==> config.mk <==
export PLATFORM = sky130hd
export DESIGN_NAME = cgu_top
export DESIGN_NICKNAME = d
export VERILOG_FILES = /design/src/cgu_pkg.sv /design/src/cgu_stage_if.sv /design/src/cgu_top.sv /design/src/cgu_stage.sv /design/src/cgu_seq.sv
export SDC_FILE = /design/constraint.sdc
export NUM_CORES = 1
export LEC_CHECK = 0
export BUFFER_PORTS_ARGS = -buffer_cell sky130_fd_sc_hd__buf_4
export CAP_MARGIN = 20
export CORE_ASPECT_RATIO = 0.9
export CORE_UTILIZATION = 52
export CTS_CLUSTER_DIAMETER = 200
export DETAILED_ROUTE_END_ITERATION = 16
export PLACE_DENSITY = 0.77
export SLEW_MARGIN = 20
export SYNTH_ARGS = -nofsm -noshare
export SYNTH_HDL_FRONTEND = slang
export SYNTH_SLANG_ARGS = --single-unit
export TNS_END_PERCENT = 1
==> constraint.sdc <==
create_clock -name CLK_SYS -period 3.3 [get_ports CLK_SYS]
set_clock_uncertainty 0.1 [all_clocks]
set_input_delay 0.825 -clock CLK_SYS [delete_from_list [all_inputs] [get_ports CLK_SYS]]
set_output_delay 0.825 -clock CLK_SYS [all_outputs]
set_load 0.03 [all_outputs]
==> src/cgu_pkg.sv <==
package cgu_pkg;
	// ----------------------------------------------------------------
	// Sizes
	// ----------------------------------------------------------------
	localparam int NTAB = 2;
	localparam int ADDR_W = 6;
	localparam int DATA_W = 32;
	localparam int REG_W = 8;
	localparam int RAW_W = 10;
	// ----------------------------------------------------------------
	// Register word indices (byte address = index * 4)
	// ----------------------------------------------------------------
	localparam logic [3:0] IDX_GLOBAL = 4'h0;
	localparam logic [3:0] IDX_SEQ = 4'h1;
	localparam logic [3:0] IDX_CA0 = 4'h5;
	localparam logic [3:0] IDX_CB0 = 4'h6;
	localparam logic [3:0] IDX_CC0 = 4'h7;
	localparam logic [3:0] IDX_TR0 = 4'h8;
	localparam logic [3:0] IDX_STRIDE = 4'h4;
	localparam logic [3:0] IDX_STATUS = 4'hD;
	// ----------------------------------------------------------------
	// Field positions
	// ----------------------------------------------------------------
	localparam int GE_BIT = 0;
	localparam int CA_EN = 0;
	localparam int CA_OUTEN = 3;
	localparam int CA_FSEL_LO = 4;
	localparam int CA_CLOCK_SOURCE_SELECT = 6;
	localparam int CA_EDGE = 7;
	localparam logic [7:0] CA_WMASK = 8'hF9;
	localparam int SEL0_LO = 0;
	localparam int SEL1_LO = 4;
	localparam int SEL2_LO = 0;
	localparam int ST_RES0 = 0;
	localparam int ST_RES1 = 1;
	localparam int ST_SEQ = 2;
	localparam int ST_GE = 3;
	// ----------------------------------------------------------------
	// Encodings
	// ----------------------------------------------------------------
	localparam logic [3:0] SEQ_OFF = 4'h0;
	localparam logic [3:0] SEQ_DFF = 4'h1;
	localparam logic [3:0] SEQ_JK = 4'h2;
	localparam logic [3:0] SEQ_DLATCH = 4'h3;
	localparam logic [3:0] SEQ_RS = 4'h4;
	localparam logic [3:0] SRC_MASK = 4'h0;
	localparam logic [3:0] SRC_FEEDBACK = 4'h1;
	localparam logic [3:0] SRC_LINK = 4'h2;
	localparam logic [3:0] SRC_EVENT_A = 4'h3;
	localparam logic [3:0] SRC_EVENT_B = 4'h4;
	localparam logic [3:0] SRC_IO = 4'h5;
	localparam logic [3:0] SRC_COMPARATOR = 4'h6;
	localparam logic [3:0] SRC_TIMER = 4'h7;
	localparam logic [1:0] FILT_OFF = 2'h0;
	localparam logic [1:0] FILT_SYNC = 2'h1;
	localparam logic [1:0] FILT_GLITCH = 2'h2;
	localparam logic [1:0] RESP_OKAY = 2'h0;
	localparam logic [1:0] RESP_SLVERR = 2'h2;
	// Raw input bit positions in the synchroniser
	localparam int RAW_EVA = 6;
	localparam int RAW_EVB = 7;
	localparam int RAW_CMP = 8;
	localparam int RAW_TMR = 9;
endpackage : cgu_pkg

==> src/cgu_stage_if.sv <==
`timescale 1ns/10ps
`default_nettype none
interface cgu_stage_if;
	logic en;
	logic tick;
	logic [2:0] ins;
	logic [7:0] truth;
	logic [1:0] fsel;
	logic edge_en;
	logic direct;
	logic result;
	modport ctrl(output en, tick, ins, truth, fsel, edge_en, input direct, result);
	modport stage(input en, tick, ins, truth, fsel, edge_en, output direct, result);
endinterface : cgu_stage_if
`default_nettype wire

==> src/cgu_top.sv <==
// Decided for this implementation: the AXI4-Lite interface to the registers and the register offsets.
`timescale 1ns/10ps
`default_nettype none
module cgu_top import cgu_pkg::*; (
	// Clock, reset, enable
	input wire logic CLK_SYS,
	input wire logic RST_N,
	input wire logic CE,
	// AXI4-Lite write address and data
	input wire logic S_AXI_AWVALID,
	output logic S_AXI_AWREADY,
	input wire logic [ADDR_W-1:0] S_AXI_AWADDR,
	input wire logic S_AXI_WVALID,
	output logic S_AXI_WREADY,
	input wire logic [DATA_W-1:0] S_AXI_WDATA,
	input wire logic [3:0] S_AXI_WSTRB,
	// AXI4-Lite write response
	output logic S_AXI_BVALID,
	input wire logic S_AXI_BREADY,
	output logic [1:0] S_AXI_BRESP,
	// AXI4-Lite read
	input wire logic S_AXI_ARVALID,
	output logic S_AXI_ARREADY,
	input wire logic [ADDR_W-1:0] S_AXI_ARADDR,
	output logic S_AXI_RVALID,
	input wire logic S_AXI_RREADY,
	output logic [DATA_W-1:0] S_AXI_RDATA,
	output logic [1:0] S_AXI_RRESP,
	// Asynchronous sources
	input wire logic [5:0] TABLE_INPUT_PINS,
	input wire logic EVENT_LINE_A,
	input wire logic EVENT_LINE_B,
	input wire logic COMPARATOR_IN,
	input wire logic TIMER_IN,
	// Outputs
	output logic [NTAB-1:0] TABLE_OUTPUT_PIN
);
	// ----------------------------------------------------------------
	// State
	// ----------------------------------------------------------------
	typedef struct packed {
		logic [RAW_W-1:0] sy1;
		logic [RAW_W-1:0] sy2;
		logic ge;
		logic [3:0] sequential_function_select;
		logic [NTAB-1:0][REG_W-1:0] ca;
		logic [NTAB-1:0][REG_W-1:0] cb;
		logic [NTAB-1:0][REG_W-1:0] cc;
		logic [NTAB-1:0][REG_W-1:0] tr;
		logic [NTAB-1:0] in2_prev;
		logic d0;
		logic [NTAB-1:0] pin;
		logic aw_got;
		logic w_got;
		logic [3:0] aw_idx;
		logic [REG_W-1:0] wdat;
		logic wstb;
		logic awready;
		logic wready;
		logic bvalid;
		logic [1:0] bresp;
		logic arready;
		logic rvalid;
		logic [1:0] rresp;
		logic [DATA_W-1:0] rdata;
	} cgu_top_st_t;

	cgu_top_st_t s_q, s_d;
	logic seq_q;
	logic [NTAB-1:0][2:0] raw;
	logic [NTAB-1:0][2:0] lk_in;
	logic [NTAB-1:0] ten;
	logic [NTAB-1:0] tick;
	logic [NTAB-1:0] res;
	logic [NTAB-1:0] dir;

	cgu_stage_if st[NTAB] ();

	// ----------------------------------------------------------------
	// Helpers
	// ----------------------------------------------------------------
	function automatic logic reg_mapped(input logic [3:0] idx);
		reg_mapped = (idx == IDX_GLOBAL) || (idx == IDX_SEQ) || (idx == IDX_STATUS) ||
			((idx >= IDX_CA0) && (idx < IDX_CA0 + (IDX_STRIDE << 1)));
	endfunction : reg_mapped

	function automatic logic src_mux(input logic [3:0] sel, input logic fb, input logic link,
		input logic pin, input logic [RAW_W-1:0] sy);
		case (sel)
			SRC_FEEDBACK: src_mux = fb;
			SRC_LINK: src_mux = link;
			SRC_EVENT_A: src_mux = sy[RAW_EVA];
			SRC_EVENT_B: src_mux = sy[RAW_EVB];
			SRC_IO: src_mux = pin;
			SRC_COMPARATOR: src_mux = sy[RAW_CMP];
			SRC_TIMER: src_mux = sy[RAW_TMR];
			default: src_mux = 1'h0;
		endcase
	endfunction : src_mux

	// ----------------------------------------------------------------
	// Input selection and ticks
	// ----------------------------------------------------------------
	always_comb begin
		raw = '0;
		lk_in = '0;
		for (int n = 0; n < NTAB; n++) begin
			// Table 1 link reads a registered copy of table 0 to break the loop
			raw[n][0] = src_mux(s_q.cb[n][SEL0_LO +: 4], seq_q, (n == 0) ? dir[1] : s_q.d0,
				s_q.sy2[n*3], s_q.sy2);
			raw[n][1] = src_mux(s_q.cb[n][SEL1_LO +: 4], seq_q, (n == 0) ? dir[1] : s_q.d0,
				s_q.sy2[n*3+1], s_q.sy2);
			raw[n][2] = src_mux(s_q.cc[n][SEL2_LO +: 4], seq_q, (n == 0) ? dir[1] : s_q.d0,
				s_q.sy2[n*3+2], s_q.sy2);
			lk_in[n] = {raw[n][2] & ~s_q.ca[n][CA_CLOCK_SOURCE_SELECT], raw[n][1:0]};
		end
	end

	genvar g;
	generate
		for (g = 0; g < NTAB; g++) begin : g_tab
			assign ten[g] = s_q.ge & s_q.ca[g][CA_EN];
			assign tick[g] = s_q.ca[g][CA_CLOCK_SOURCE_SELECT] ? (raw[g][2] & ~s_q.in2_prev[g]) : 1'h1;
			assign st[g].en = ten[g];
			assign st[g].tick = tick[g];
			assign st[g].ins = lk_in[g];
			assign st[g].truth = s_q.tr[g];
			assign st[g].fsel = s_q.ca[g][CA_FSEL_LO +: 2];
			assign st[g].edge_en = s_q.ca[g][CA_EDGE];
			assign res[g] = st[g].result;
			assign dir[g] = st[g].direct;

			cgu_stage u_stage (
				.clk(CLK_SYS),
				.rst_n(RST_N),
				.ce(CE),
				.s(st[g].stage)
			);
		end
	endgenerate

	cgu_seq u_seq (
		.clk(CLK_SYS),
		.rst_n(RST_N),
		.ce(CE),
		.tick(tick[0]),
		.en(ten[0]),
		.mode(s_q.sequential_function_select),
		.even_in(res[0]),
		.odd_in(res[1]),
		.q(seq_q)
	);

	// ----------------------------------------------------------------
	// Next state
	// ----------------------------------------------------------------
	always_comb begin
		logic [3:0] ridx;
		s_d = s_q;
		ridx = S_AXI_ARADDR[5:2];
		s_d.sy1 = {TIMER_IN, COMPARATOR_IN, EVENT_LINE_B, EVENT_LINE_A, TABLE_INPUT_PINS};
		s_d.sy2 = s_q.sy1;
		s_d.d0 = dir[0];
		for (int n = 0; n < NTAB; n++) begin
			s_d.in2_prev[n] = raw[n][2];
			if (n == 0 && s_q.sequential_function_select != SEQ_OFF) begin
				s_d.pin[n] = ten[n] & s_q.ca[n][CA_OUTEN] & seq_q;
			end else begin
				s_d.pin[n] = ten[n] & s_q.ca[n][CA_OUTEN] & res[n];
			end
		end
		// Write path: address and data land in either order
		if (s_q.bvalid && S_AXI_BREADY) begin
			s_d.bvalid = 1'h0;
		end
		if (s_q.aw_got && s_q.w_got && !s_q.bvalid) begin
			s_d.aw_got = 1'h0;
			s_d.w_got = 1'h0;
			s_d.bvalid = 1'h1;
			s_d.bresp = reg_mapped(s_q.aw_idx) ? RESP_OKAY : RESP_SLVERR;
			if (s_q.wstb) begin
				if (s_q.aw_idx == IDX_GLOBAL) begin
					s_d.ge = s_q.wdat[GE_BIT];
				end
				if (s_q.aw_idx == IDX_SEQ && !s_q.ca[0][CA_EN]) begin
					s_d.sequential_function_select = s_q.wdat[3:0];
				end
				for (int n = 0; n < NTAB; n++) begin
					if (s_q.aw_idx == IDX_CA0 + 4'(n) * IDX_STRIDE) begin
						if (!s_q.ca[n][CA_EN]) begin
							s_d.ca[n] = s_q.wdat & CA_WMASK;
						end else begin
							s_d.ca[n][CA_EN] = s_q.wdat[CA_EN];
						end
					end
					if (s_q.aw_idx == IDX_CB0 + 4'(n) * IDX_STRIDE && !s_q.ca[n][CA_EN]) begin
						s_d.cb[n] = s_q.wdat;
					end
					if (s_q.aw_idx == IDX_CC0 + 4'(n) * IDX_STRIDE && !s_q.ca[n][CA_EN]) begin
						s_d.cc[n] = s_q.wdat;
					end
					if (s_q.aw_idx == IDX_TR0 + 4'(n) * IDX_STRIDE) begin
						s_d.tr[n] = s_q.wdat;
					end
				end
			end
		end
		if (S_AXI_AWVALID && s_q.awready) begin
			s_d.aw_got = 1'h1;
			s_d.aw_idx = S_AXI_AWADDR[5:2];
		end
		if (S_AXI_WVALID && s_q.wready) begin
			s_d.w_got = 1'h1;
			s_d.wdat = S_AXI_WDATA[REG_W-1:0];
			s_d.wstb = S_AXI_WSTRB[0];
		end
		s_d.awready = ~s_d.aw_got & ~s_d.bvalid;
		s_d.wready = ~s_d.w_got & ~s_d.bvalid;
		// Read path: one outstanding read
		if (s_q.rvalid && S_AXI_RREADY) begin
			s_d.rvalid = 1'h0;
		end
		if (S_AXI_ARVALID && s_q.arready) begin
			s_d.rvalid = 1'h1;
			s_d.rdata = '0;
			s_d.rresp = reg_mapped(ridx) ? RESP_OKAY : RESP_SLVERR;
			if (ridx == IDX_GLOBAL) begin
				s_d.rdata[GE_BIT] = s_q.ge;
			end
			if (ridx == IDX_SEQ) begin
				s_d.rdata[3:0] = s_q.sequential_function_select;
			end
			if (ridx == IDX_STATUS) begin
				s_d.rdata[ST_RES0] = res[0];
				s_d.rdata[ST_RES1] = res[1];
				s_d.rdata[ST_SEQ] = seq_q;
				s_d.rdata[ST_GE] = s_q.ge;
			end
			for (int n = 0; n < NTAB; n++) begin
				if (ridx == IDX_CA0 + 4'(n) * IDX_STRIDE) begin
					s_d.rdata[REG_W-1:0] = s_q.ca[n];
				end
				if (ridx == IDX_CB0 + 4'(n) * IDX_STRIDE) begin
					s_d.rdata[REG_W-1:0] = s_q.cb[n];
				end
				if (ridx == IDX_CC0 + 4'(n) * IDX_STRIDE) begin
					s_d.rdata[REG_W-1:0] = s_q.cc[n];
				end
				if (ridx == IDX_TR0 + 4'(n) * IDX_STRIDE) begin
					s_d.rdata[REG_W-1:0] = s_q.tr[n];
				end
			end
		end
		s_d.arready = ~s_d.rvalid;
	end

	always_ff @(posedge CLK_SYS or negedge RST_N) begin
		if (!RST_N) begin
			s_q <= '0;
			s_q.awready <= 1'h1;
			s_q.wready <= 1'h1;
			s_q.arready <= 1'h1;
		end else if (CE) begin
			s_q <= s_d;
		end
	end

	// ----------------------------------------------------------------
	// Outputs
	// ----------------------------------------------------------------
	assign S_AXI_AWREADY = s_q.awready;
	assign S_AXI_WREADY = s_q.wready;
	assign S_AXI_BVALID = s_q.bvalid;
	assign S_AXI_BRESP = s_q.bresp;
	assign S_AXI_ARREADY = s_q.arready;
	assign S_AXI_RVALID = s_q.rvalid;
	assign S_AXI_RDATA = s_q.rdata;
	assign S_AXI_RRESP = s_q.rresp;
	assign TABLE_OUTPUT_PIN = s_q.pin;

	// ----------------------------------------------------------------
	// Checks
	// ----------------------------------------------------------------
	logic wr_go;
	assign wr_go = s_q.aw_got & s_q.w_got & ~s_q.bvalid & s_q.wstb & CE;

	AST_SEQ_PROTECT: assert property (@(posedge CLK_SYS) disable iff (!RST_N)
		(wr_go && s_q.aw_idx == IDX_SEQ && s_q.ca[0][CA_EN]) |=> $stable(s_q.sequential_function_select))
		else $error("sequential select changed while table 0 enabled");

	AST_CTRL_PROTECT: assert property (@(posedge CLK_SYS) disable iff (!RST_N)
		(wr_go && s_q.aw_idx == IDX_CB0 && s_q.ca[0][CA_EN]) |=> $stable(s_q.cb[0]))
		else $error("control B changed while table enabled");

	AST_EN_CLEAR_IGNORE: assert property (@(posedge CLK_SYS) disable iff (!RST_N)
		(wr_go && s_q.aw_idx == IDX_CA0 && s_q.ca[0][CA_EN] && !s_q.wdat[CA_EN])
		|=> !s_q.ca[0][CA_EN] && s_q.ca[0][CA_FSEL_LO +: 2] == $past(s_q.ca[0][CA_FSEL_LO +: 2]))
		else $error("protected bits taken on disable write");

	AST_GLOBAL_EN: assert property (@(posedge CLK_SYS) disable iff (!RST_N)
		(wr_go && s_q.aw_idx == IDX_GLOBAL) |=> s_q.ge == $past(s_q.wdat[GE_BIT]))
		else $error("global enable did not follow write");

	AST_LOOKUP: assert property (@(posedge CLK_SYS) disable iff (!RST_N)
		(CE && ten[1] && s_q.ca[1][CA_OUTEN] && s_q.ca[1][CA_FSEL_LO +: 2] == FILT_OFF &&
		!s_q.ca[1][CA_EDGE]) |=> TABLE_OUTPUT_PIN[1] == $past(s_q.tr[1][lk_in[1]]))
		else $error("table 1 output does not match truth pattern");

	AST_MASK: assert property (@(posedge CLK_SYS) disable iff (!RST_N)
		(s_q.cb[0][SEL0_LO +: 4] == SRC_MASK) |-> !lk_in[0][0])
		else $error("masked input not low");

	AST_FEEDBACK: assert property (@(posedge CLK_SYS) disable iff (!RST_N)
		(s_q.cb[1][SEL1_LO +: 4] == SRC_FEEDBACK) |-> lk_in[1][1] == seq_q)
		else $error("feedback input does not follow sequential output");

	AST_CLOCK_SOURCE_SELECT_MASK: assert property (@(posedge CLK_SYS) disable iff (!RST_N)
		s_q.ca[0][CA_CLOCK_SOURCE_SELECT] |-> !lk_in[0][2])
		else $error("input 2 not masked under clock select");

	AST_SEQ_CLEAR: assert property (@(posedge CLK_SYS) disable iff (!RST_N)
		(CE && !ten[0]) ##1 CE |-> !seq_q ##1 !seq_q)
		else $error("sequential element not held clear after disable");

	AST_RESP: assert property (@(posedge CLK_SYS) disable iff (!RST_N)
		(CE && s_q.aw_got && s_q.w_got && !s_q.bvalid) |=> S_AXI_BVALID)
		else $error("write response missing");
endmodule : cgu_top
`default_nettype wire

==> src/cgu_stage.sv <==
`timescale 1ns/10ps
`default_nettype none
module cgu_stage import cgu_pkg::*; (
	// Clock and reset
	input wire logic clk,
	input wire logic rst_n,
	input wire logic ce,
	// Control side
	cgu_stage_if.stage s
);
	typedef struct packed {
		logic [2:0] sh;
		logic flt;
		logic prev;
		logic pulse;
	} cgu_stage_st_t;

	cgu_stage_st_t s_q, s_d;
	logic filt_out;

	assign s.direct = s.en & s.truth[s.ins];
	assign filt_out = (s.fsel == FILT_SYNC) ? s_q.sh[1] : s_q.flt;
	assign s.result = s.edge_en ? s_q.pulse : ((s.fsel == FILT_OFF) ? s.direct : filt_out);

	always_comb begin
		s_d = s_q;
		s_d.pulse = 1'h0;
		if (!s.en) begin
			s_d = '0;
		end else if (s.tick) begin
			// Glitch mode waits for two equal samples: four ticks in all
			s_d.sh = {s_q.sh[1:0], s.direct};
			if (s_q.sh[1] == s_q.sh[2]) begin
				s_d.flt = s_q.sh[2];
			end
			s_d.prev = (s.fsel == FILT_OFF) ? s.direct : filt_out;
			s_d.pulse = s_d.prev & ~s_q.prev;
		end
	end

	always_ff @(posedge clk or negedge rst_n) begin
		if (!rst_n) begin
			s_q <= '0;
		end else if (ce) begin
			s_q <= s_d;
		end
	end
endmodule : cgu_stage
`default_nettype wire

==> src/cgu_seq.sv <==
`timescale 1ns/10ps
`default_nettype none
module cgu_seq import cgu_pkg::*; (
	// Clock and reset
	input wire logic clk,
	input wire logic rst_n,
	input wire logic ce,
	// Control
	input wire logic tick,
	input wire logic en,
	input wire logic [3:0] mode,
	// Data from the table pair
	input wire logic even_in,
	input wire logic odd_in,
	// Result
	output logic q
);
	typedef struct packed {
		logic q;
		logic hold;
	} cgu_seq_st_t;

	cgu_seq_st_t s_q, s_d;

	// Disable clears the output at once, not at the next edge
	assign q = s_q.q & en;

	always_comb begin
		s_d = s_q;
		s_d.hold = ~en;
		if (!en || s_q.hold) begin
			s_d.q = 1'h0;
		end else if (tick) begin
			case (mode)
				// Latch is sampled on the selected clock like the flip-flop
				SEQ_DFF, SEQ_DLATCH: begin
					if (odd_in) begin
						s_d.q = even_in;
					end
				end
				SEQ_JK: begin
					case ({even_in, odd_in})
						2'h1: s_d.q = 1'h0;
						2'h2: s_d.q = 1'h1;
						2'h3: s_d.q = ~s_q.q;
						default: s_d.q = s_q.q;
					endcase
				end
				SEQ_RS: begin
					// Both high is forbidden: hold rather than guess
					if (even_in && !odd_in) begin
						s_d.q = 1'h1;
					end else if (odd_in && !even_in) begin
						s_d.q = 1'h0;
					end
				end
				default: s_d.q = 1'h0;
			endcase
		end
	end

	always_ff @(posedge clk or negedge rst_n) begin
		if (!rst_n) begin
			s_q <= '0;
		end else if (ce) begin
			s_q <= s_d;
		end
	end
endmodule : cgu_seq
`default_nettype wire

==> impl_metrics.env <==
export IMPL_whs_ns=0.3346
export IMPL_yosys_top_cells_area="dfrtp_1, mux2_2, buf_4, nand2_1, o21ai_0"
export IMPL_end_kind="flop"
export IMPL_clk_path_buf_depth=2
export IMPL_cts_num_sinks=134
export IMPL_worst_pin_slew_ns=0.7247
export IMPL_setup_ws_ns=-0.1335
export IMPL_setup_viol=4
export IMPL_dieArea_um2=14420
export IMPL_cts_tree="done"
export IMPL_final_area_um2=8791
export IMPL_coreArea_um2=13460
export IMPL_yosysWarningCount=0
export IMPL_crit_path_max_fanout=6
export IMPL_slowest_delay_ns=0.52
export IMPL_portBuffers=51
export IMPL_gr_total_overflow=0
export IMPL_track_usage_pct=30.06
export IMPL_grt_pass1_vias=5656
export IMPL_via_per_inst=6.009
export IMPL_first_pass_iters=5
export IMPL_cts_buffers=17
export IMPL_route_detailed_drc=0
export IMPL_min_period_over_period_pct=104.0
export IMPL_synth_top_area_share_pct=45.22
export IMPL_rows=40
export IMPL_wire_per_inst_um=21.23
export IMPL_clk_pin_slew_ns=0.06
export IMPL_hpwl_um=14590
export IMPL_syn_area_um2=7249
export IMPL_worstHoldPathType="in -> async"
export IMPL_arrival_ns=3.68
export IMPL_crit_start="s_q[105]$_DFFE_PN0P_"
export IMPL_placed_area_um2=8044
export IMPL_drive_gt1_share_pct=37.26
export IMPL_clock_fmax_mhz=291.3
export IMPL_hold_violations=0
export IMPL_critPathKind="reg -> reg"
export IMPL_ff2ff_path_depth=13
export IMPL_violations="setup timing"
export IMPL_htree_levels=4
export IMPL_synth_ff_type="dfrtp_1"
export IMPL_area_delta_synth_final_pct=21.26
export IMPL_cp_cell_sequence="mux2i_2 -> a31oi_2 -> buf_4 -> a31oi_1 -> a211oi_4 -> or4_1 -> nand3_1 -> o221ai_1 -> o22ai_2 -> nor4_4 -> buf_4 -> a221oi_4 -> mux2i_1"
export IMPL_fp_dieW_um=126.5
export IMPL_multi_input_area_um2=3618
export IMPL_grt_pass1_wl_um=31990
export IMPL_relSlewSlack_pct=51.27
export IMPL_synth_largest_area_cell="dfrtp_1"
export IMPL_status="complete, but fails checks"
export IMPL_finalCriticalPeriod_ns=3.433
export IMPL_cp_required_ns=3.54
export IMPL_antenna_found_initial=0
export IMPL_slew_viol_final=0
export IMPL_grt_max_degree=59
export IMPL_synth_distinct_cells=77
export IMPL_power_mw=6.726
export IMPL_route_vias_total=5751
export IMPL_critPathLaunchType="flop"
export IMPL_cp_common_cell="buf_4"
export IMPL_final_nets=842
export IMPL_clk_latency_ns=0.42
export IMPL_irDropWorstVdd_mv=0.5479
export IMPL_syn_instance_count=680
export IMPL_routed_wl_um=20320
export IMPL_avgSynthCellArea_um2=10.66
export IMPL_r2r_start="s_q[105]$_DFFE_PN0P_"
export IMPL_drv_cap=0
export IMPL_die_h_um=114.0
export IMPL_start_util_pct=53.85
export IMPL_cp_slowest_cell="or4_1"
export IMPL_ys_ff_latch=134
export IMPL_postSynth_asyncResetShare_pct=100.0
export IMPL_synth_edf_count=0
export IMPL_powerDensity_nw_per_um2=765.1
export IMPL_num_io_pins=109
export IMPL_seq_area_um2=3361
export IMPL_gp_congestion=0.9567
export IMPL_dp_slack_ns=-0.4025
export IMPL_drtAntennaViolNets=0
export IMPL_rsz0062_at_grt="true"
export IMPL_drt_iter0_drc=473
export IMPL_diodes=0
export IMPL_synth_seq_area_share_pct=46.31
export IMPL_leakage_nw=3.988
export IMPL_clockRootBuffer="clkbuf_16"
export IMPL_fillers=1039
[registers in the layout (all words and copies together), names as in the netlist, 2 cells and up]
signal / flops
u_seq.s_q: 2
g_tab.u_stage.s_q: 12
S_AXI_RDATA: 8
st.truth: 16
s_d: 10
TABLE_OUTPUT_PIN: 2
s_q: 77
[through the flow]
| step | utilization [%] | cells | setup TNS, ns |
|---|---|---|---|
| 2_1_floorplan | - | 705 | 0 |
| 3_3_place_gp | 59.75 | 923 | -2.586 |
| 3_5_place_dp | 59.75 | 923 | -2.727 |
| 4_1_cts | 64.95 | 957 | -0.4992 |
| 5_1_grt | 65.30 | 957 | -1.610 |
| 6_report | 65.30 | 957 | -0.3888 |
[what timing repair did]
item / CTS / global route
gates resized for setup: 17 / 9
pin swaps: 7 / 8
setup endpoints to repair: 11 / 11
setup buffers: 2 / 0
hold endpoints to repair: 0 / 0
hold buffers: 0 / 0
[critical path, delay by kind of cell, from the launching register on]
kind	cells	cell delay, ns
compound gates	6	1.29
simple gates	3	0.72
buf+inv	2	0.34
flops	1	0.45
mux	2	0.46
[where the power goes]
| part | switching, mW | internal, mW |
|---|---|---|
| Sequential | 0.657 | 2.09 |
| Clock | 0.782 | 1.13 |
| Combinational | 1.05 | 1.01 |
| Total | 2.49 | 4.24 |
[cell type report]
| class | count | share of cell area [%] |
|---|---|---|
| Clock buffer | 17 | 4.839 |
| Clock inverter | 15 | 1.921 |
| Inverter | 28 | 1.196 |
| Multi-Input combinational cell | 477 | 41.16 |
| Sequential cell | 134 | 38.23 |
| Tap cell | 168 | 2.391 |
| Timing Repair Buffer | 118 | 10.26 |
[synthesized netlist by cell type, types with 6 or more instances]
cell type,instances
o21ai_0,44
a21oi_1,21
a31oi_1,11
nand2_1,62
nand2b_1,9
a22o_1,6
mux2_2,94
a22oi_1,8
nand3_1,14
clkbuf_1,22
mux2i_1,13
dfrtp_1,131
nor3_1,16
buf_4,38
mux4_2,8
inv_1,28
nor2b_1,6
nor2_1,31
[routing by layer]
metal	up-vias	share of wire (%)	global-route usage, %
met4	0	2.5	12.45
met2	260	46	46.41
met5	-	0	0
met1	2838	43	41.35
li1	2620	-	-
met3	33	7.7	6.520
[final timing paths]
check | endpoint | slack, ns
max in group asynchronous | s_q[116]$_DFFE_PN0P_ | 1.91
worst min register to register | S_AXI_RDATA[1]$_DFFE_PN0P_ | 0.39
worst max register to register | u_seq.s_q[1]$_DFFE_PN0P_ | -0.13
worst max-delay path | u_seq.s_q[1]$_DFFE_PN0P_ | -0.13
worst min-delay path | s_d[133]$_DFFE_PN0P_ | 0.33
min in group CLK_SYS | S_AXI_RDATA[1]$_DFFE_PN0P_ | 0.39
[cell families after synthesis]
group,after synthesis,synth area share [%]
AOI/OAI and AO/OA,151,14.60
xor gates and xnor gates,1,0.1208
buffers and inverters,94,6.869
DFF,134,46.31
muxes,117,19.24
other,1,0.05173
and+or+nand+nor,182,12.81
[cell usage in the layout (no fill, tap or decap), types with 17 or more instances in the layout]
cell type and count:
conb_1 26, buf_4 116, dfrtp_1 128, o21ai_0 44
nor2_1 30, a21oi_1 21, clkbuf_16 17, mux2_2 94
nand2_1 62, inv_1 28
Note: power is estimated with default switching activity, not from simulation.
